$ cat src/hw/panel_pkg.sv
// constants and carrier types for the operator panel and trap control block
package panel_pkg;
   // widths
   localparam int ACC_W = 24;
   localparam int ILOC_W = 14;
   localparam int ADDR_W = 15;
   localparam int SW_N = 16;
   localparam int SW_SEL_W = 4;
   localparam int CHAN_W = 4;
   // an executed word whose top six bits are all zero is a bad opcode
   localparam int BAD_OP_ZERO_BITS = 6;
   // sense switch positions
   localparam int SW_BAD_OP = 15;
   localparam int SW_IO_CHK = 14;
   localparam int SW_PROG_CHK = 13;
   localparam int SW_RTC = 12;
   // trap sources, in priority order; vector is VEC_BASE plus the index
   localparam int PEND_BAD = 0;
   localparam int PEND_IO = 1;
   localparam int PEND_PROG = 2;
   localparam int PEND_MAN = 3;
   localparam int PEND_N = 4;
   // core location 00020 octal; 00021, 00022, 00023 follow
   localparam logic [ADDR_W-1:0] VEC_BASE = 15'h0010;
   // core location 00024 octal, the real-time clock word
   localparam logic [ADDR_W-1:0] RTC_WORD_ADDR = 15'h0014;
   localparam logic [CHAN_W-1:0] BOOT_CHANNEL = 4'h0;
   // reset values
   localparam logic [ACC_W-1:0] ACC_RST = 24'h000000;
   localparam logic [ILOC_W-1:0] ILOC_RST = 14'h0000;
   // timing
   localparam int CLK_MHZ = 250;
   localparam int RTC_PERIOD_US = 5000;
   localparam int RTC_STEAL_US = 6;
   localparam int RTC_PERIOD_CYC = RTC_PERIOD_US * CLK_MHZ;
   localparam int RTC_STEAL_CYC = RTC_STEAL_US * CLK_MHZ;
   localparam int RTC_CNT_W = 21;
   localparam int STEAL_CNT_W = 11;

   typedef enum logic [2:0]
   {
      ST_HALT = 3'h1,
      ST_RUN = 3'h2,
      ST_STOP = 3'h4
   } run_state_t;

   // panel pushbuttons, raw from the pins
   typedef struct packed
   {
      logic [ACC_W-1:0] acc_set;
      logic acc_clr;
      logic [ILOC_W-1:0] iloc_set;
      logic iloc_clr;
      logic fault_clr;
      logic parity_clr;
      logic flag_clr;
      logic run;
      logic stop;
      logic master_clear;
      logic boot;
      logic manual_int;
   } panel_btn_t;

   // events and loads from the processor control unit
   typedef struct packed
   {
      logic instr_valid;
      logic [ACC_W-1:0] instr_word;
      logic program_flag_instruction;
      logic switch_test_skip_instruction;
      logic [SW_SEL_W-1:0] test_sw;
      logic instr_done;
      logic read_done;
      logic read_bad;
      logic read_for_io;
      logic acc_load;
      logic [ACC_W-1:0] acc_data;
      logic iloc_load;
      logic [ILOC_W-1:0] iloc_data;
      logic trap_ack;
   } cpu_evt_t;

   typedef struct packed
   {
      logic fault;
      logic parity;
      logic flag;
   } lamps_t;
endpackage : panel_pkg

$ cat src/hw/operator_panel_trap_control.sv
// operator panel, error traps and real-time clock steal for the processor
//
// What this block does
// RULE1: fault lamp sets on top-six-zero instruction
// RULE2: fault lamp holds until its button pressed
// RULE3: bad core read parity latches parity lamp
// RULE4: program flag instruction sets flag lamp
// RULE5: accumulator buttons set bits; clear zeroes all
// RULE6: location buttons set bits; clear zeroes all
// RULE7: manual interrupt runs location 00023 in trap
// RULE8: master clear zeroes registers, not core
// RULE9: bootstrap armed after master clear, starts on run
// RULE10: run starts at held instruction location
// RULE11: stop waits for instruction to finish
// RULE12: switch test skips when addressed switch on
// RULE13: switch 15 picks halt or trap 00020
// RULE14: switch 14 picks halt or trap 00021
// RULE15: switch 13 picks halt or trap 00022
// RULE16: switch 12 bumps word 00024 every 5 ms
// RULE17: each clock bump steals 6 us
// RULE18: panel controls act even while running
// RULE19: each press gives exactly one pulse
`timescale 1ns/1ps
module operator_panel_trap_control
   import panel_pkg::*;
#(
   parameter int RTC_PERIOD = RTC_PERIOD_CYC,
   parameter int RTC_STEAL = RTC_STEAL_CYC
)
(
   // clock and reset
   input wire logic mclk,
   input wire logic reset_n,
   // operator panel
   input wire panel_btn_t btn_in,
   input wire logic [SW_N-1:0] sw_in,
   // processor control unit
   input wire cpu_evt_t cpu,
   // register displays and lamps
   output logic [ACC_W-1:0] acc_out,
   output logic [ILOC_W-1:0] iloc_out,
   output lamps_t lamps_out,
   output logic running,
   // run control
   output logic run_start,
   output logic boot_start,
   output logic [CHAN_W-1:0] boot_chan,
   output logic skip,
   // traps
   output logic trap_req,
   output logic [ADDR_W-1:0] trap_addr,
   // real-time clock steal
   output logic rtc_pulse,
   output logic rtc_busy
);

   typedef struct packed
   {
      panel_btn_t b1;
      panel_btn_t b2;
      panel_btn_t b3;
      panel_btn_t bdeb;
      logic [SW_N-1:0] s1;
      logic [SW_N-1:0] s2;
      logic [SW_N-1:0] s3;
      logic [SW_N-1:0] sdeb;
      logic [ACC_W-1:0] acc;
      logic [ILOC_W-1:0] iloc;
      lamps_t lamps;
      run_state_t state;
      logic running;
      logic [PEND_N-1:0] pend;
      logic trap_req;
      logic [ADDR_W-1:0] trap_addr;
      logic skip;
      logic mc_seen;
      logic boot_armed;
      logic boot_start;
      logic [CHAN_W-1:0] boot_chan;
      logic run_start;
      logic [RTC_CNT_W-1:0] rtc_cnt;
      logic rtc_pulse;
      logic rtc_busy;
      logic [STEAL_CNT_W-1:0] steal_cnt;
   } state_t;

   localparam state_t ST_RST = '{state: ST_HALT, default: '0};

   state_t st_r;
   state_t st_nxt;
   panel_btn_t btn_deb;
   panel_btn_t press;
   logic [SW_N-1:0] sw_deb;
   logic bad_op_ev;
   logic io_chk_ev;
   logic prog_chk_ev;
   logic bad_opcode_response_select;
   logic io_read_check_response_select;
   logic program_read_check_response_select;

   // level accepted once the second and third stages agree
   assign btn_deb = (st_r.b2 & st_r.b3) | (st_r.bdeb & (st_r.b2 | st_r.b3));
   assign sw_deb = (st_r.s2 & st_r.s3) | (st_r.sdeb & (st_r.s2 | st_r.s3));
   // one pulse per press on the rising accepted level
   assign press = btn_deb & ~st_r.bdeb; // RULE19

   assign bad_op_ev = cpu.instr_valid
      && (cpu.instr_word[ACC_W-1 -: BAD_OP_ZERO_BITS] == '0); // RULE1
   assign io_chk_ev = cpu.read_done && cpu.read_bad && cpu.read_for_io;
   assign prog_chk_ev = cpu.read_done && cpu.read_bad && !cpu.read_for_io;
   assign bad_opcode_response_select = st_r.sdeb[SW_BAD_OP];
   assign io_read_check_response_select = st_r.sdeb[SW_IO_CHK];
   assign program_read_check_response_select = st_r.sdeb[SW_PROG_CHK];

   always_comb
   begin
      logic [PEND_N-1:0] pend_set;
      logic [PEND_N-1:0] pend_clr;
      logic halt_ev;
      int sel;
      pend_set = '0;
      pend_clr = '0;
      halt_ev = 1'b0;
      sel = 0;
      st_nxt = st_r;
      // three-stage synchronisers
      st_nxt.b1 = btn_in;
      st_nxt.b2 = st_r.b1;
      st_nxt.b3 = st_r.b2;
      st_nxt.bdeb = btn_deb;
      st_nxt.s1 = sw_in;
      st_nxt.s2 = st_r.s1;
      st_nxt.s3 = st_r.s2;
      st_nxt.sdeb = sw_deb;
      st_nxt.skip = 1'b0;
      st_nxt.boot_start = 1'b0;
      st_nxt.run_start = 1'b0;
      st_nxt.rtc_pulse = 1'b0;

      // lamps: a new event wins over a press in the same cycle
      st_nxt.lamps.fault = (st_r.lamps.fault & ~press.fault_clr) | bad_op_ev; // RULE2
      st_nxt.lamps.parity = (st_r.lamps.parity & ~press.parity_clr)
         | (cpu.read_done & cpu.read_bad); // RULE3
      st_nxt.lamps.flag = (st_r.lamps.flag & ~press.flag_clr)
         | (cpu.instr_valid & cpu.program_flag_instruction); // RULE4

      // displayed registers, buttons act in any run state
      if (cpu.acc_load)
         st_nxt.acc = cpu.acc_data;
      st_nxt.acc = st_nxt.acc | press.acc_set; // RULE5 RULE18
      if (press.acc_clr)
         st_nxt.acc = ACC_RST; // RULE5
      if (cpu.iloc_load)
         st_nxt.iloc = cpu.iloc_data;
      st_nxt.iloc = st_nxt.iloc | press.iloc_set; // RULE6 RULE18
      if (press.iloc_clr)
         st_nxt.iloc = ILOC_RST; // RULE6

      // sense switch test
      if (cpu.instr_valid && cpu.switch_test_skip_instruction)
         st_nxt.skip = st_r.sdeb[cpu.test_sw]; // RULE12

      // error reactions: trap when switch up, halt when down
      pend_set[PEND_BAD] = bad_op_ev & bad_opcode_response_select; // RULE13
      pend_set[PEND_IO] = io_chk_ev & io_read_check_response_select; // RULE14
      pend_set[PEND_PROG] = prog_chk_ev & program_read_check_response_select; // RULE15
      pend_set[PEND_MAN] = press.manual_int; // RULE7
      halt_ev = (bad_op_ev & ~bad_opcode_response_select) // RULE13
         | (io_chk_ev & ~io_read_check_response_select) // RULE14
         | (prog_chk_ev & ~program_read_check_response_select); // RULE15

      // trap issue, only while running; a stopped request waits
      if (st_r.trap_req)
      begin
         if (cpu.trap_ack)
            st_nxt.trap_req = 1'b0;
      end
      else if (st_r.state != ST_HALT && st_r.pend != '0)
      begin
         for (int i = PEND_N - 1; i >= 0; i--)
         begin
            if (st_r.pend[i])
               sel = i;
         end
         pend_clr[sel] = 1'b1;
         st_nxt.trap_req = 1'b1; // RULE7
         st_nxt.trap_addr = VEC_BASE + ADDR_W'(sel); // RULE13 RULE14 RULE15
      end
      st_nxt.pend = (st_r.pend & ~pend_clr) | pend_set;

      // run control
      case (st_r.state)
         ST_HALT:
         begin
            if (press.run)
            begin
               st_nxt.state = ST_RUN; // RULE10
               st_nxt.run_start = 1'b1; // RULE10
               st_nxt.mc_seen = 1'b0;
               if (st_r.boot_armed)
               begin
                  st_nxt.boot_start = 1'b1; // RULE9
                  st_nxt.boot_chan = BOOT_CHANNEL; // RULE9
                  st_nxt.boot_armed = 1'b0;
               end
            end
            else if (press.boot && st_r.mc_seen)
               st_nxt.boot_armed = 1'b1; // RULE9
         end
         ST_RUN:
         begin
            if (press.stop || halt_ev)
               st_nxt.state = cpu.instr_done ? ST_HALT : ST_STOP; // RULE11
         end
         ST_STOP:
         begin
            if (cpu.instr_done)
               st_nxt.state = ST_HALT; // RULE11
            else if (press.run && !halt_ev)
               st_nxt.state = ST_RUN;
         end
         default:
            st_nxt.state = ST_HALT;
      endcase

      // real-time clock interval and memory steal
      if (st_r.sdeb[SW_RTC])
      begin
         if (st_r.rtc_cnt == RTC_CNT_W'(RTC_PERIOD - 1))
         begin
            st_nxt.rtc_cnt = '0;
            st_nxt.rtc_pulse = 1'b1; // RULE16
            st_nxt.rtc_busy = 1'b1; // RULE17
            st_nxt.steal_cnt = STEAL_CNT_W'(RTC_STEAL - 1); // RULE17
         end
         else
            st_nxt.rtc_cnt = st_r.rtc_cnt + 1'b1; // RULE16
      end
      else
         st_nxt.rtc_cnt = '0; // RULE16
      if (st_r.rtc_busy)
      begin
         if (st_r.steal_cnt == '0)
            st_nxt.rtc_busy = 1'b0; // RULE17
         else
            st_nxt.steal_cnt = st_r.steal_cnt - 1'b1;
      end

      // master clear overrides everything but the synchronisers and boot_chan
      if (press.master_clear)
      begin
         st_nxt.acc = ACC_RST; // RULE8
         st_nxt.iloc = ILOC_RST; // RULE8
         st_nxt.lamps = '0;
         st_nxt.pend = '0;
         st_nxt.state = ST_HALT; // RULE8
         st_nxt.trap_req = 1'b0;
         st_nxt.trap_addr = '0;
         st_nxt.skip = 1'b0;
         st_nxt.run_start = 1'b0;
         st_nxt.boot_start = 1'b0;
         st_nxt.boot_armed = 1'b0;
         st_nxt.mc_seen = 1'b1; // RULE9
         st_nxt.rtc_cnt = '0;
         st_nxt.rtc_pulse = 1'b0;
         st_nxt.rtc_busy = 1'b0;
         st_nxt.steal_cnt = '0;
      end
      st_nxt.running = (st_nxt.state != ST_HALT);
   end

   always_ff @(posedge mclk or negedge reset_n)
   begin
      if (!reset_n)
         st_r <= ST_RST;
      else
         st_r <= st_nxt;
   end

   assign acc_out = st_r.acc;
   assign iloc_out = st_r.iloc;
   assign lamps_out = st_r.lamps;
   assign running = st_r.running;
   assign run_start = st_r.run_start;
   assign boot_start = st_r.boot_start;
   assign boot_chan = st_r.boot_chan;
   assign skip = st_r.skip;
   assign trap_req = st_r.trap_req;
   assign trap_addr = st_r.trap_addr;
   assign rtc_pulse = st_r.rtc_pulse;
   assign rtc_busy = st_r.rtc_busy;
endmodule : operator_panel_trap_control

$ cat config.mk
export PLATFORM = sky130hd
export DESIGN_NAME = operator_panel_trap_control
export DESIGN_NICKNAME = d
export VERILOG_FILES = /design/src/hw/panel_pkg.sv /design/src/hw/operator_panel_trap_control.sv
export SDC_FILE = /design/constraint.sdc
export NUM_CORES = 1
export LEC_CHECK = 0
export ABC_AREA = 1
export ABC_CLOCK_PERIOD_IN_PS = 2700
export BUFFER_PORTS_ARGS = -buffer_cell sky130_fd_sc_hd__buf_4
export CORE_ASPECT_RATIO = 1.75
export CORE_MARGIN = 3
export CORE_UTILIZATION = 60
export CTS_BUF_LIST = sky130_fd_sc_hd__clkbuf_16
export DETAILED_ROUTE_END_ITERATION = 12
export GPL_ROUTABILITY_DRIVEN = 0
export GPL_TIMING_DRIVEN = 0
export PLACE_DENSITY = 0.81
export SYNTH_ARGS = -nofsm -noshare
export SYNTH_HDL_FRONTEND = slang
export SYNTH_SLANG_ARGS = --single-unit
$ cat constraint.sdc
create_clock -name mclk -period 2.7 [get_ports mclk]
set_clock_uncertainty 0.2 [all_clocks]
set_input_delay 0.81 -clock mclk [delete_from_list [all_inputs] [get_ports mclk]]
set_output_delay 0.81 -clock mclk [all_outputs]
set_load 0.02 [all_outputs]
==> flow_summary.yaml, run 1 <==
clocking:
  cts_root_buf: "clkbuf_16"
  cts_buffer_depth: 3
  postCtsHoldBufs: 0
  clk-insertion-delay-late_ns: 0.54
  cts_tree: "built"
  numCtsBuffers: 29
  postCtsSetupBuffers: 0
  clock_sinks: 348
  cts_resized: 0
  htree_num_levels: 1
  clk_pin_slew_ns: 0.07
layout:
  fillerInstances: 1321
  drive_above_1_share_pct: 26.4
  area.growth.synth_to_final_pct: 21.9
  multi_input_area_um2: 3080
  nets: 1450
  fin_cells: 1573
  seqCellArea_um2: 8710
power_and_ir_drop:
  p_leak_nw: 7.30
  total_power_w: 0.0116
  max-vdd-ir-drop_v: 0.000603
  cellPowerDensity_nw_per_um2: 760
detailed_routing:
  drt_iter0_drc: 414
  drc_errors: 0
  drt-total-wl_um: 23800
  avgRoutedWirePerCell_um: 15.1
  num_vias: 8079
  first_pass_iters: 4
  ant_nets: 0
  viasPerCell: 5.14
status:
  status: "complete, no violations"
floorplanning:
  die_h_um: 197
  top_level_ports: 209
  start_util_pct: 61.2
  dieWidth_um: 115
  core_area_um2: 20400
  die_area_um2: 22600
  rows: 69
global_routing:
  grt_start_max_net_pins: 130
  grt_overflow: 0
  grt_pass1_vias: 8526
  track_usage_pct: 21.2
  antenna_found_initial: 1
  grt_pass1_wl_um: 39000
worst_setup_path:
  crit_path_end_kind: "output pin"
  reg2reg_depth: 6
  critical_path_class: "reg2out"
  path_max_fanout: 2
  r2r_slack_ns: 0.54
  arrival_ns: 1.23
  worst_setup_path_start_kind: "flip-flop"
  required_ns: 1.69
  r2r_end: "iloc_out[12]$_DFF_PN0_"
  r2r-start: "st_nxt[222]$_DFF_PN0_"
placed_design:
  place.port_buffers: 171
  dpl.hpwl_um: 16400
  place_inst: 1523
synth:
  yosysSeqAreaShare_pct: 69.8
  synth_top_area_share_pct: 69.6
  synthTopCellsByCount: "dfrtp_1, nand2_1, o21ai_0, nor2_1, buf_4"
  yosysMostFrequentCell: "dfrtp_1"
  synthArstFlopShare_pct: 100
  yosysWarnings: 0
  synth_cell_types: 38
  synth-edff-count: 0
  synth_top_cell_by_area: "dfrtp_1"
  ys_seq_elements: 348
  synth_area_per_cell_um2: 11.5
  synth_cells: 1086
  synth_area_leaders: "dfrtp_1, nand2_1, buf_4"
  synth_ff_type: "dfrtp_1"
  netlist_area_um2: 12500
sta:
  hold_violations: 0
  rsz0062_at_grt: "no"
  timing.final.crit_share_pct: 83.0
  fmax_ghz: 0.446
  max_slew_margin_pct: 53.6
  drv_slew: 0
  worst_slew_pin_slew_ns: 0.689
  fin_tns_setup_ns: 0
  fin_crit_ns: 2.24
  final-setup-viol-count: 0
min_path:
  min-delay-path-class: "in2async"
flow_run:
  maxCapViolCount: 0
area by class of cell:
| cell class | instances | share of cell area (%) |
|---|---|---|
| clock buffer | 29 | 4.77 |
| multi-input combinational | 620 | 20.2 |
| clock inverter | 20 | 1.74 |
| inverter | 54 | 1.33 |
| buffer | 79 | 3.59 |
| sequential | 348 | 57.3 |
| timing repair buffer | 174 | 9.03 |
| antenna | 1 | 0.0165 |
| tap | 248 | 2.04 |
flip-flops by register name, summed over array words and instances (netlist names):
signal and flops:
program_read_check_response_select 1, iloc_out 14, boot_start 1, trap_req 1, running 1, st_r 166, acc_out 24, rtc_busy 1
run_start 1, bad_opcode_response_select 1, io_read_check_response_select 1, lamps_out 3, skip 1, rtc_pulse 1, trap_addr 3, st_nxt 128
routing by layer:
layer	track usage, %	up-vias	wire length, um
met5	0	-	0
met4	7.88	0	821
met3	3.07	63	1060
met2	39.0	206	13100
met1	24.7	3910	8820
li1	-	3900	-
cells by family after synthesis:
logic type,count (synthesis),share of synthesized area (%)
XOR/XNOR,13,0.912
AND/OR/NAND/NOR,421,15.1
buffers and inverters,133,6.00
AO/OA/AOI/OAI,150,6.50
adder cells (fa/ha/maj),20,1.64
other,1,0.0301
flip-flops,348,69.8
stage by stage:
step / hold WS, ns / worst slack, ns / util [%] / instance area, um2
5_1_grt: 0.142 / 0.370 / 74.7 / 15200
4_1_cts: 0.147 / 0.431 / 74.7 / 15200
3_3_place_gp: 0.132 / -2.39 / 69.3 / 14100
6_report: 0.142 / 0.458 / 74.7 / 15200
3_5_place_dp: 0.135 / 0.105 / 69.8 / 14200
2_1_floorplan: 0.131 / 0.826 / - / 12500
placed cells by master, fill, tap and decap left out, types with 18 or more instances in the layout:
cell type,synthesis,routed
o21ai_0,70,70
clkbuf_16,0,29
a31oi_1,38,38
a21oi_1,36,36
nor2_1,69,69
inv_1,49,54
maj3_1,18,18
nand3_1,34,34
buf_4,62,232
nand2_1,235,235
dfrtp_1,347,347
or2_2,39,39
how the worst max path moves through the flow:
stage,end,start,cells after the start
after detailed placement,st_r[64]$_DFF_PN1_,reset_n,4
final,acc_out[22],acc_out[22]$_DFF_PN0_,2
after CTS,iloc_out[8],iloc_out[8]$_DFF_PN0_,2
after floorplan,running$_DFF_PN0_,cpu[74],6
after global routing,iloc_out[13]$_DFF_PN0_,st_nxt[222]$_DFF_PN0_,6
after global placement,st_nxt[127]$_DFF_PN0_,reset_n,1
power by group:
group          internal [W]  switching [W]
Clock               0.00253        0.00179
Sequential          0.00563       0.000219
Combinational      0.000639       0.000747
worst max-delay path, stage by stage, from the launching register on:
cell	delay, ns
dfrtp_1	0.41
buf_4	0.14
buf_4	0.14
Power figures use the tool's default switching activity.
==> inputs of run 2 (changes only) <==
--- a/config.mk
+++ b/config.mk
@@ -6,16 +6,16 @@
 export NUM_CORES = 1
 export LEC_CHECK = 0
 export ABC_AREA = 1
-export ABC_CLOCK_PERIOD_IN_PS = 2700
+export ABC_CLOCK_PERIOD_IN_PS = 2300
 export BUFFER_PORTS_ARGS = -buffer_cell sky130_fd_sc_hd__buf_4
 export CORE_ASPECT_RATIO = 1.75
 export CORE_MARGIN = 3
-export CORE_UTILIZATION = 60
+export CORE_UTILIZATION = 56
 export CTS_BUF_LIST = sky130_fd_sc_hd__clkbuf_16
 export DETAILED_ROUTE_END_ITERATION = 12
 export GPL_ROUTABILITY_DRIVEN = 0
 export GPL_TIMING_DRIVEN = 0
-export PLACE_DENSITY = 0.81
+export PLACE_DENSITY = 0.76
 export SYNTH_ARGS = -nofsm -noshare
 export SYNTH_HDL_FRONTEND = slang
 export SYNTH_SLANG_ARGS = --single-unit
==> constraint.sdc (replaced) <==
create_clock -name mclk -period 2.3 [get_ports mclk]
set_clock_uncertainty 0.2 [all_clocks]
set_input_delay 0.69 -clock mclk [delete_from_list [all_inputs] [get_ports mclk]]
set_output_delay 0.69 -clock mclk [all_outputs]
set_load 0.02 [all_outputs]
==> run 2 against run 1 <==
Effect of this change: clock power grew 5.3%; power grew 13%; cell count grew 2.9%; critical endpoint is now lamps_out[2].
==> flow_summary.yaml, run 2 (synthesis results as in run 1) <==
status:
  status: "complete, no violations"
clocking:
  clk-insertion-delay-late_ns: 0.54
  numCtsBuffers: 29
  cts_root_buf: "clkbuf_16"
  cts_tree: "built"
  htree_num_levels: 1
  clock_sinks: 348
  clk_pin_slew_ns: 0.07
  postCtsSetupBuffers: 0
  cts_buffer_depth: 3
worst_setup_path:
  r2r-start: "st_nxt[222]$_DFF_PN0_"
  arrival_ns: 1.21
  crit_path_end_kind: "output pin"
  critical_path_class: "reg2out"
  reg2reg_depth: 6
  cpMostUsedCell: "buf_4"
  r2r_end: "iloc_out[4]$_DFF_PN0_"
  cp.buffers_inverters: 2
  path_cells: "buf_4, buf_4"
  cp_slowest_cell: "dfrtp_1"
  critical_path.top_delay_family: "flip-flops"
  cp.depth: 2
  required_ns: 1.41
  worst_setup_path_start_kind: "flip-flop"
  r2r_slack_ns: 0.29
  crit_path_end: "lamps_out[2]"
  path_max_fanout: 2
  startpoint: "lamps_out[2]$_DFF_PN0_"
  max_stage_delay_ns: 0.39
sta:
  whs_ns: 0.0529
  drv_slew: 0
  fmax_ghz: 0.477
  rsz0062_at_grt: "no"
  max_slew_margin_pct: 49.4
  fin_crit_ns: 2.10
  final-setup-viol-count: 0
  fin_ws_ns: 0.202
  hold_violations: 0
  worst_slew_pin_slew_ns: 0.752
  timing.final.crit_share_pct: 91.2
power_and_ir_drop:
  pwr-share-clk_pct: 34.9
  sequentialPowerShare_pct: 52.7
  p_int_w: 0.00986
  max-vdd-ir-drop_v: 0.000701
  switching_share_pct: 24.4
  p_leak_nw: 7.24
  cellPowerDensity_nw_per_um2: 861
  power_frac_comb_pct: 12.4
  p_sw_w: 0.00317
floorplanning:
  die_area_um2: 24200
  start_util_pct: 57.6
  die_h_um: 203
  core_area_um2: 21700
  top_level_ports: 209
  rows: 71
  dieWidth_um: 119
detailed_routing:
  drt_iter0_drc: 432
  num_vias: 8061
  avgRoutedWirePerCell_um: 14.1
  drt-total-wl_um: 22900
  viasPerCell: 4.98
  ant_nets: 0
  drc_errors: 0
  first_pass_iters: 4
layout:
  largest_register: "st_r"
  fin_area_um2: 15100
  drive_above_1_share_pct: 26.0
  largest_reg_flops: 166
  mostFrequentLayoutCells: "dfrtp_1, nand2_1, buf_4, o21ai_0, nor2_1"
  n_antenna_cell: 0
  nets: 1450
  final_common_cell: "dfrtp_1"
  area.growth.synth_to_final_pct: 21.3
placed_design:
  pre_cts_ws_ns: 0.132
  place_area_um2: 14200
  place.port_buffers: 171
  dpl.hpwl_um: 16100
global_routing:
  grt_overflow: 0
  grt_pass1_vias: 8245
  track_usage_pct: 19.1
  antenna_found_initial: 0
  grt_start_max_net_pins: 131
  grt_pass1_wl_um: 38100
min_path:
  min-delay-path-class: "in2reg"
flow_run:
  maxCapViolCount: 0
run 2: changes by cell type in the layout (fill, tap and decap cells not counted), sizes merged:
cell and change:
clkinv +8, bufinv -4, buf -1, dlygate4sd3 +1, diode -1, inv -2
run 2: final cells by class:
cell class | instances | area, um2
multi-input cells | 620 | 3080
clock inverters | 22 | 149
inverters | 54 | 203
flip-flops and latches | 348 | 8710
well taps | 292 | 365
repair buffers | 174 | 1360
plain buffers | 79 | 546
fillers | 1658 | 6550
clock buffers | 29 | 726
run 2: routing by layer:
metal,wire length [um],global-route usage (%)
met1,8760,22.5
met2,12600,35.8
met3,972,2.86
met4,517,5.88
met5,0,0
run 2: power groups by stage:
stage | registers, W | logic, W | clock network [W]
after floorplan | 0.00692 | 0.000932 | 0
after global placement | 0.00695 | 0.00155 | 0
after detailed placement | 0.00698 | 0.00162 | 0
after CTS | 0.00687 | 0.00164 | 0.00469
after global routing | 0.00692 | 0.00179 | 0.00495
final | 0.00687 | 0.00162 | 0.00455
run 2: how the worst min path moves through the flow:
stage                     startpoint                     to  slack [ns]  cells past startpoint
2_1_floorplan  st_nxt[140]$_DFF_PN0_  st_nxt[124]$_DFF_PN0_        0.13                      0
3_3_place_gp   st_nxt[144]$_DFF_PN0_  st_nxt[128]$_DFF_PN0_        0.13                      0
3_5_place_dp   st_nxt[292]$_DFF_PN0_  st_nxt[244]$_DFF_PN0_        0.13                      0
4_1_cts                   btn_in[28]  st_nxt[296]$_DFF_PN0_        0.03                      1
5_1_grt                    btn_in[5]  st_nxt[273]$_DFF_PN0_        0.03                      1
6_report                   btn_in[4]  st_nxt[272]$_DFF_PN0_        0.05                      1
run 2: per-stage QoR:
| stage | total power [W] | TNS, ns | std cells | util [%] |
|---|---|---|---|---|
| after floorplan | 0.00785 | 0 | 1101 | - |
| after global placement | 0.00850 | -927.82 | 1564 | 65.4 |
| after detailed placement | 0.00859 | 0 | 1566 | 65.7 |
| after CTS | 0.0132 | 0 | 1618 | 69.8 |
| after global routing | 0.0137 | 0 | 1618 | 69.8 |
| final | 0.0130 | 0 | 1618 | 69.8 |
run 2: timing repair:
| action | CTS | global route |
|---|---|---|
| resized for setup | 0 | 0 |
| endpoints found under the hold margin | 1 | 0 |
| hold buffers | 1 | 0 |
run 2: worst register-to-register path, stage by stage (launching register included):
cell	delay (ns)
dfrtp_1	0.38
nand2_1	0.08
nor2_1	0.25
inv_1	0.20
o21ai_0	0.34
buf_2	0.35
a31oi_1	0.08
==> inputs of run 3 (changes only) <==
--- a/config.mk
+++ b/config.mk
@@ -16,6 +16,8 @@
 export GPL_ROUTABILITY_DRIVEN = 0
 export GPL_TIMING_DRIVEN = 0
 export PLACE_DENSITY = 0.76
+export RECOVER_POWER = 100
+export REMOVE_ABC_BUFFERS = 1
 export SYNTH_ARGS = -nofsm -noshare
 export SYNTH_HDL_FRONTEND = slang
 export SYNTH_SLANG_ARGS = --single-unit
==> run 3 against run 2 <==
Effect of this change: hold slack better by 0.017 ns; cell count is 4.2% lower; count of clock-buffer cells in the layout stayed put; critical endpoint is now acc_out[3]$_DFF_PN0_; largest cell class unchanged; largest power group unchanged.
==> flow_summary.yaml, run 3 (synthesis results as in run 1) <==
worst_setup_path:
  cp.buffers_inverters: 3
  path_cells: "nand2_1, nor2_2, buf_8, clkinvlp_4, o21ai_4, buf_8, a31oi_1"
  r2r-start: "st_nxt[222]$_DFF_PN0_"
  r2r_end: "acc_out[3]$_DFF_PN0_"
  r2r_slack_ns: 0.17
  reg2reg_depth: 7
  worst_setup_path_start_kind: "flip-flop"
  cpMostUsedCell: "buf_8"
  critical_path_class: "reg2reg"
  critical_path.top_delay_family: "buffers and inverters"
  crit_path_end_kind: "flip-flop"
  max_stage_delay_ns: 0.37
  arrival_ns: 2.35
  path_max_fanout: 19
  required_ns: 2.52
  cp.depth: 7
  cp_slowest_cell: "clkinvlp_4"
placed_design:
  dpl.hpwl_um: 15800
  place_inst: 1494
  place_area_um2: 13800
  place.port_buffers: 174
layout:
  largest_register: "st_r"
  nets: 1379
  drive_above_1_share_pct: 18.5
  largest_reg_flops: 166
  area.growth.synth_to_final_pct: 16.2
  fin_cells: 1550
  final_common_cell: "dfrtp_1"
  mostFrequentLayoutCells: "dfrtp_1, nand2_1, o21ai_0, nor2_1, clkbuf_4"
  fin_area_um2: 14500
  fillerInstances: 1701
floorplanning:
  dieWidth_um: 119
  die_h_um: 203
  start_util_pct: 57.6
  top_level_ports: 209
  rows: 71
  die_area_um2: 24200
  core_area_um2: 21700
sta:
  worst_slew_pin_slew_ns: 0.822
  fin_crit_ns: 2.13
  fmax_ghz: 0.469
  timing.final.crit_share_pct: 92.6
  final-setup-viol-count: 0
  drv_slew: 0
  max_slew_margin_pct: 45.2
  rsz0062_at_grt: "no"
  hold_violations: 0
flow_run:
  maxCapViolCount: 0
clocking:
  cts_tree: "built"
  clock_sinks: 348
  numCtsBuffers: 29
  cts_buffer_depth: 3
  clk-insertion-delay-late_ns: 0.54
  postCtsSetupBuffers: 0
  clk_pin_slew_ns: 0.07
  cts_root_buf: "clkbuf_16"
  htree_num_levels: 1
power_and_ir_drop:
  max-vdd-ir-drop_v: 0.000690
  p_leak_nw: 6.72
  cellPowerDensity_nw_per_um2: 881
detailed_routing:
  drc_errors: 0
  avgRoutedWirePerCell_um: 14.9
  ant_nets: 0
  num_vias: 7853
  drt_iter0_drc: 493
  drt-total-wl_um: 23000
  first_pass_iters: 5
  viasPerCell: 5.07
global_routing:
  grt_overflow: 0
  track_usage_pct: 19.2
  grt_pass1_wl_um: 38100
  grt_start_max_net_pins: 117
  grt_pass1_vias: 8140
  antenna_found_initial: 1
min_path:
  min_to: "st_nxt[314]$_DFF_PN0_"
  holdPathStages: 1
  hp-start: "btn_in[46]"
  min-delay-path-class: "in2reg"
status:
  status: "complete, no violations"
run 3: changes by cell type in the layout (fill, tap and decap cells not counted), sizes merged:
| cell | before | now |
|---|---|---|
| clkinvlp | 2 | 5 |
| diode | 0 | 1 |
| buf | 245 | 65 |
| clkbuf | 36 | 145 |
| inv | 58 | 61 |
| clkinv | 14 | 10 |
run 3: layout make-up:
| class | count | area (um2) | area share, % |
|---|---|---|---|
| Antenna cell | 1 | 2.50 | 0.0173 |
| Clock buffer | 29 | 726 | 5.00 |
| Clock inverter | 24 | 173 | 1.19 |
| Inverter | 54 | 206 | 1.42 |
| Multi-Input combinational cell | 620 | 3080 | 21.2 |
| Sequential cell | 348 | 8710 | 60.1 |
| Tap cell | 292 | 365 | 2.52 |
| Timing Repair Buffer | 182 | 1240 | 8.57 |
run 3: report_power, final:
| group | internal, W | leakage [nW] | switching, W |
|---|---|---|---|
| Clock | 0.00252 | 0.459 | 0.00210 |
| Combinational | 0.000470 | 2.09 | 0.000825 |
| Sequential | 0.00661 | 4.17 | 0.000251 |
| Total | 0.00960 | 6.72 | 0.00317 |
run 3: per-stage QoR:
stage	hold WS (ns)	setup TNS (ns)	setup slack (ns)	power, W	util (%)
global placement	0.131	-998.44	-2.68	0.00829	63.0
finish	0.0701	0	0.169	0.0128	66.9
detailed placement	0.135	0	0.0539	0.00840	63.6
global route	0.0478	0	0.0222	0.0134	66.9
CTS	0.0271	0	0.0386	0.0131	67.8
floorplan	0.131	-6.87	-0.253	0.00764	-
run 3: how the worst max path moves through the flow:
stage | endpoint | slack, ns | from
final | acc_out[3]$_DFF_PN0_ | 0.17 | st_nxt[222]$_DFF_PN0_
after global routing | acc_out[3]$_DFF_PN0_ | 0.02 | st_nxt[222]$_DFF_PN0_
after CTS | acc_out[3]$_DFF_PN0_ | 0.04 | st_nxt[222]$_DFF_PN0_
after detailed placement | acc_out[3]$_DFF_PN0_ | 0.05 | st_nxt[222]$_DFF_PN0_
after global placement | st_nxt[149]$_DFF_PN0_ | -2.68 | reset_n
after floorplan | acc_out[0]$_DFF_PN0_ | -0.25 | st_nxt[222]$_DFF_PN0_
run 3: layer usage:
metal / track usage (%) / wire length [um] / vias to the layer above
met5: 0 / 0 / -
met4: 7.63 / 831 / 0
met3: 2.52 / 967 / 53
met2: 35.7 / 12500 / 186
met1: 22.5 / 8760 / 3854
li1: - / - / 3760
run 3: timing repair:
item / CTS / global route
setup endpoints to repair: 0 / 130
gates resized for setup: 0 / 3
hold buffers: 1 / 0
hold endpoints to repair: 56 / 0
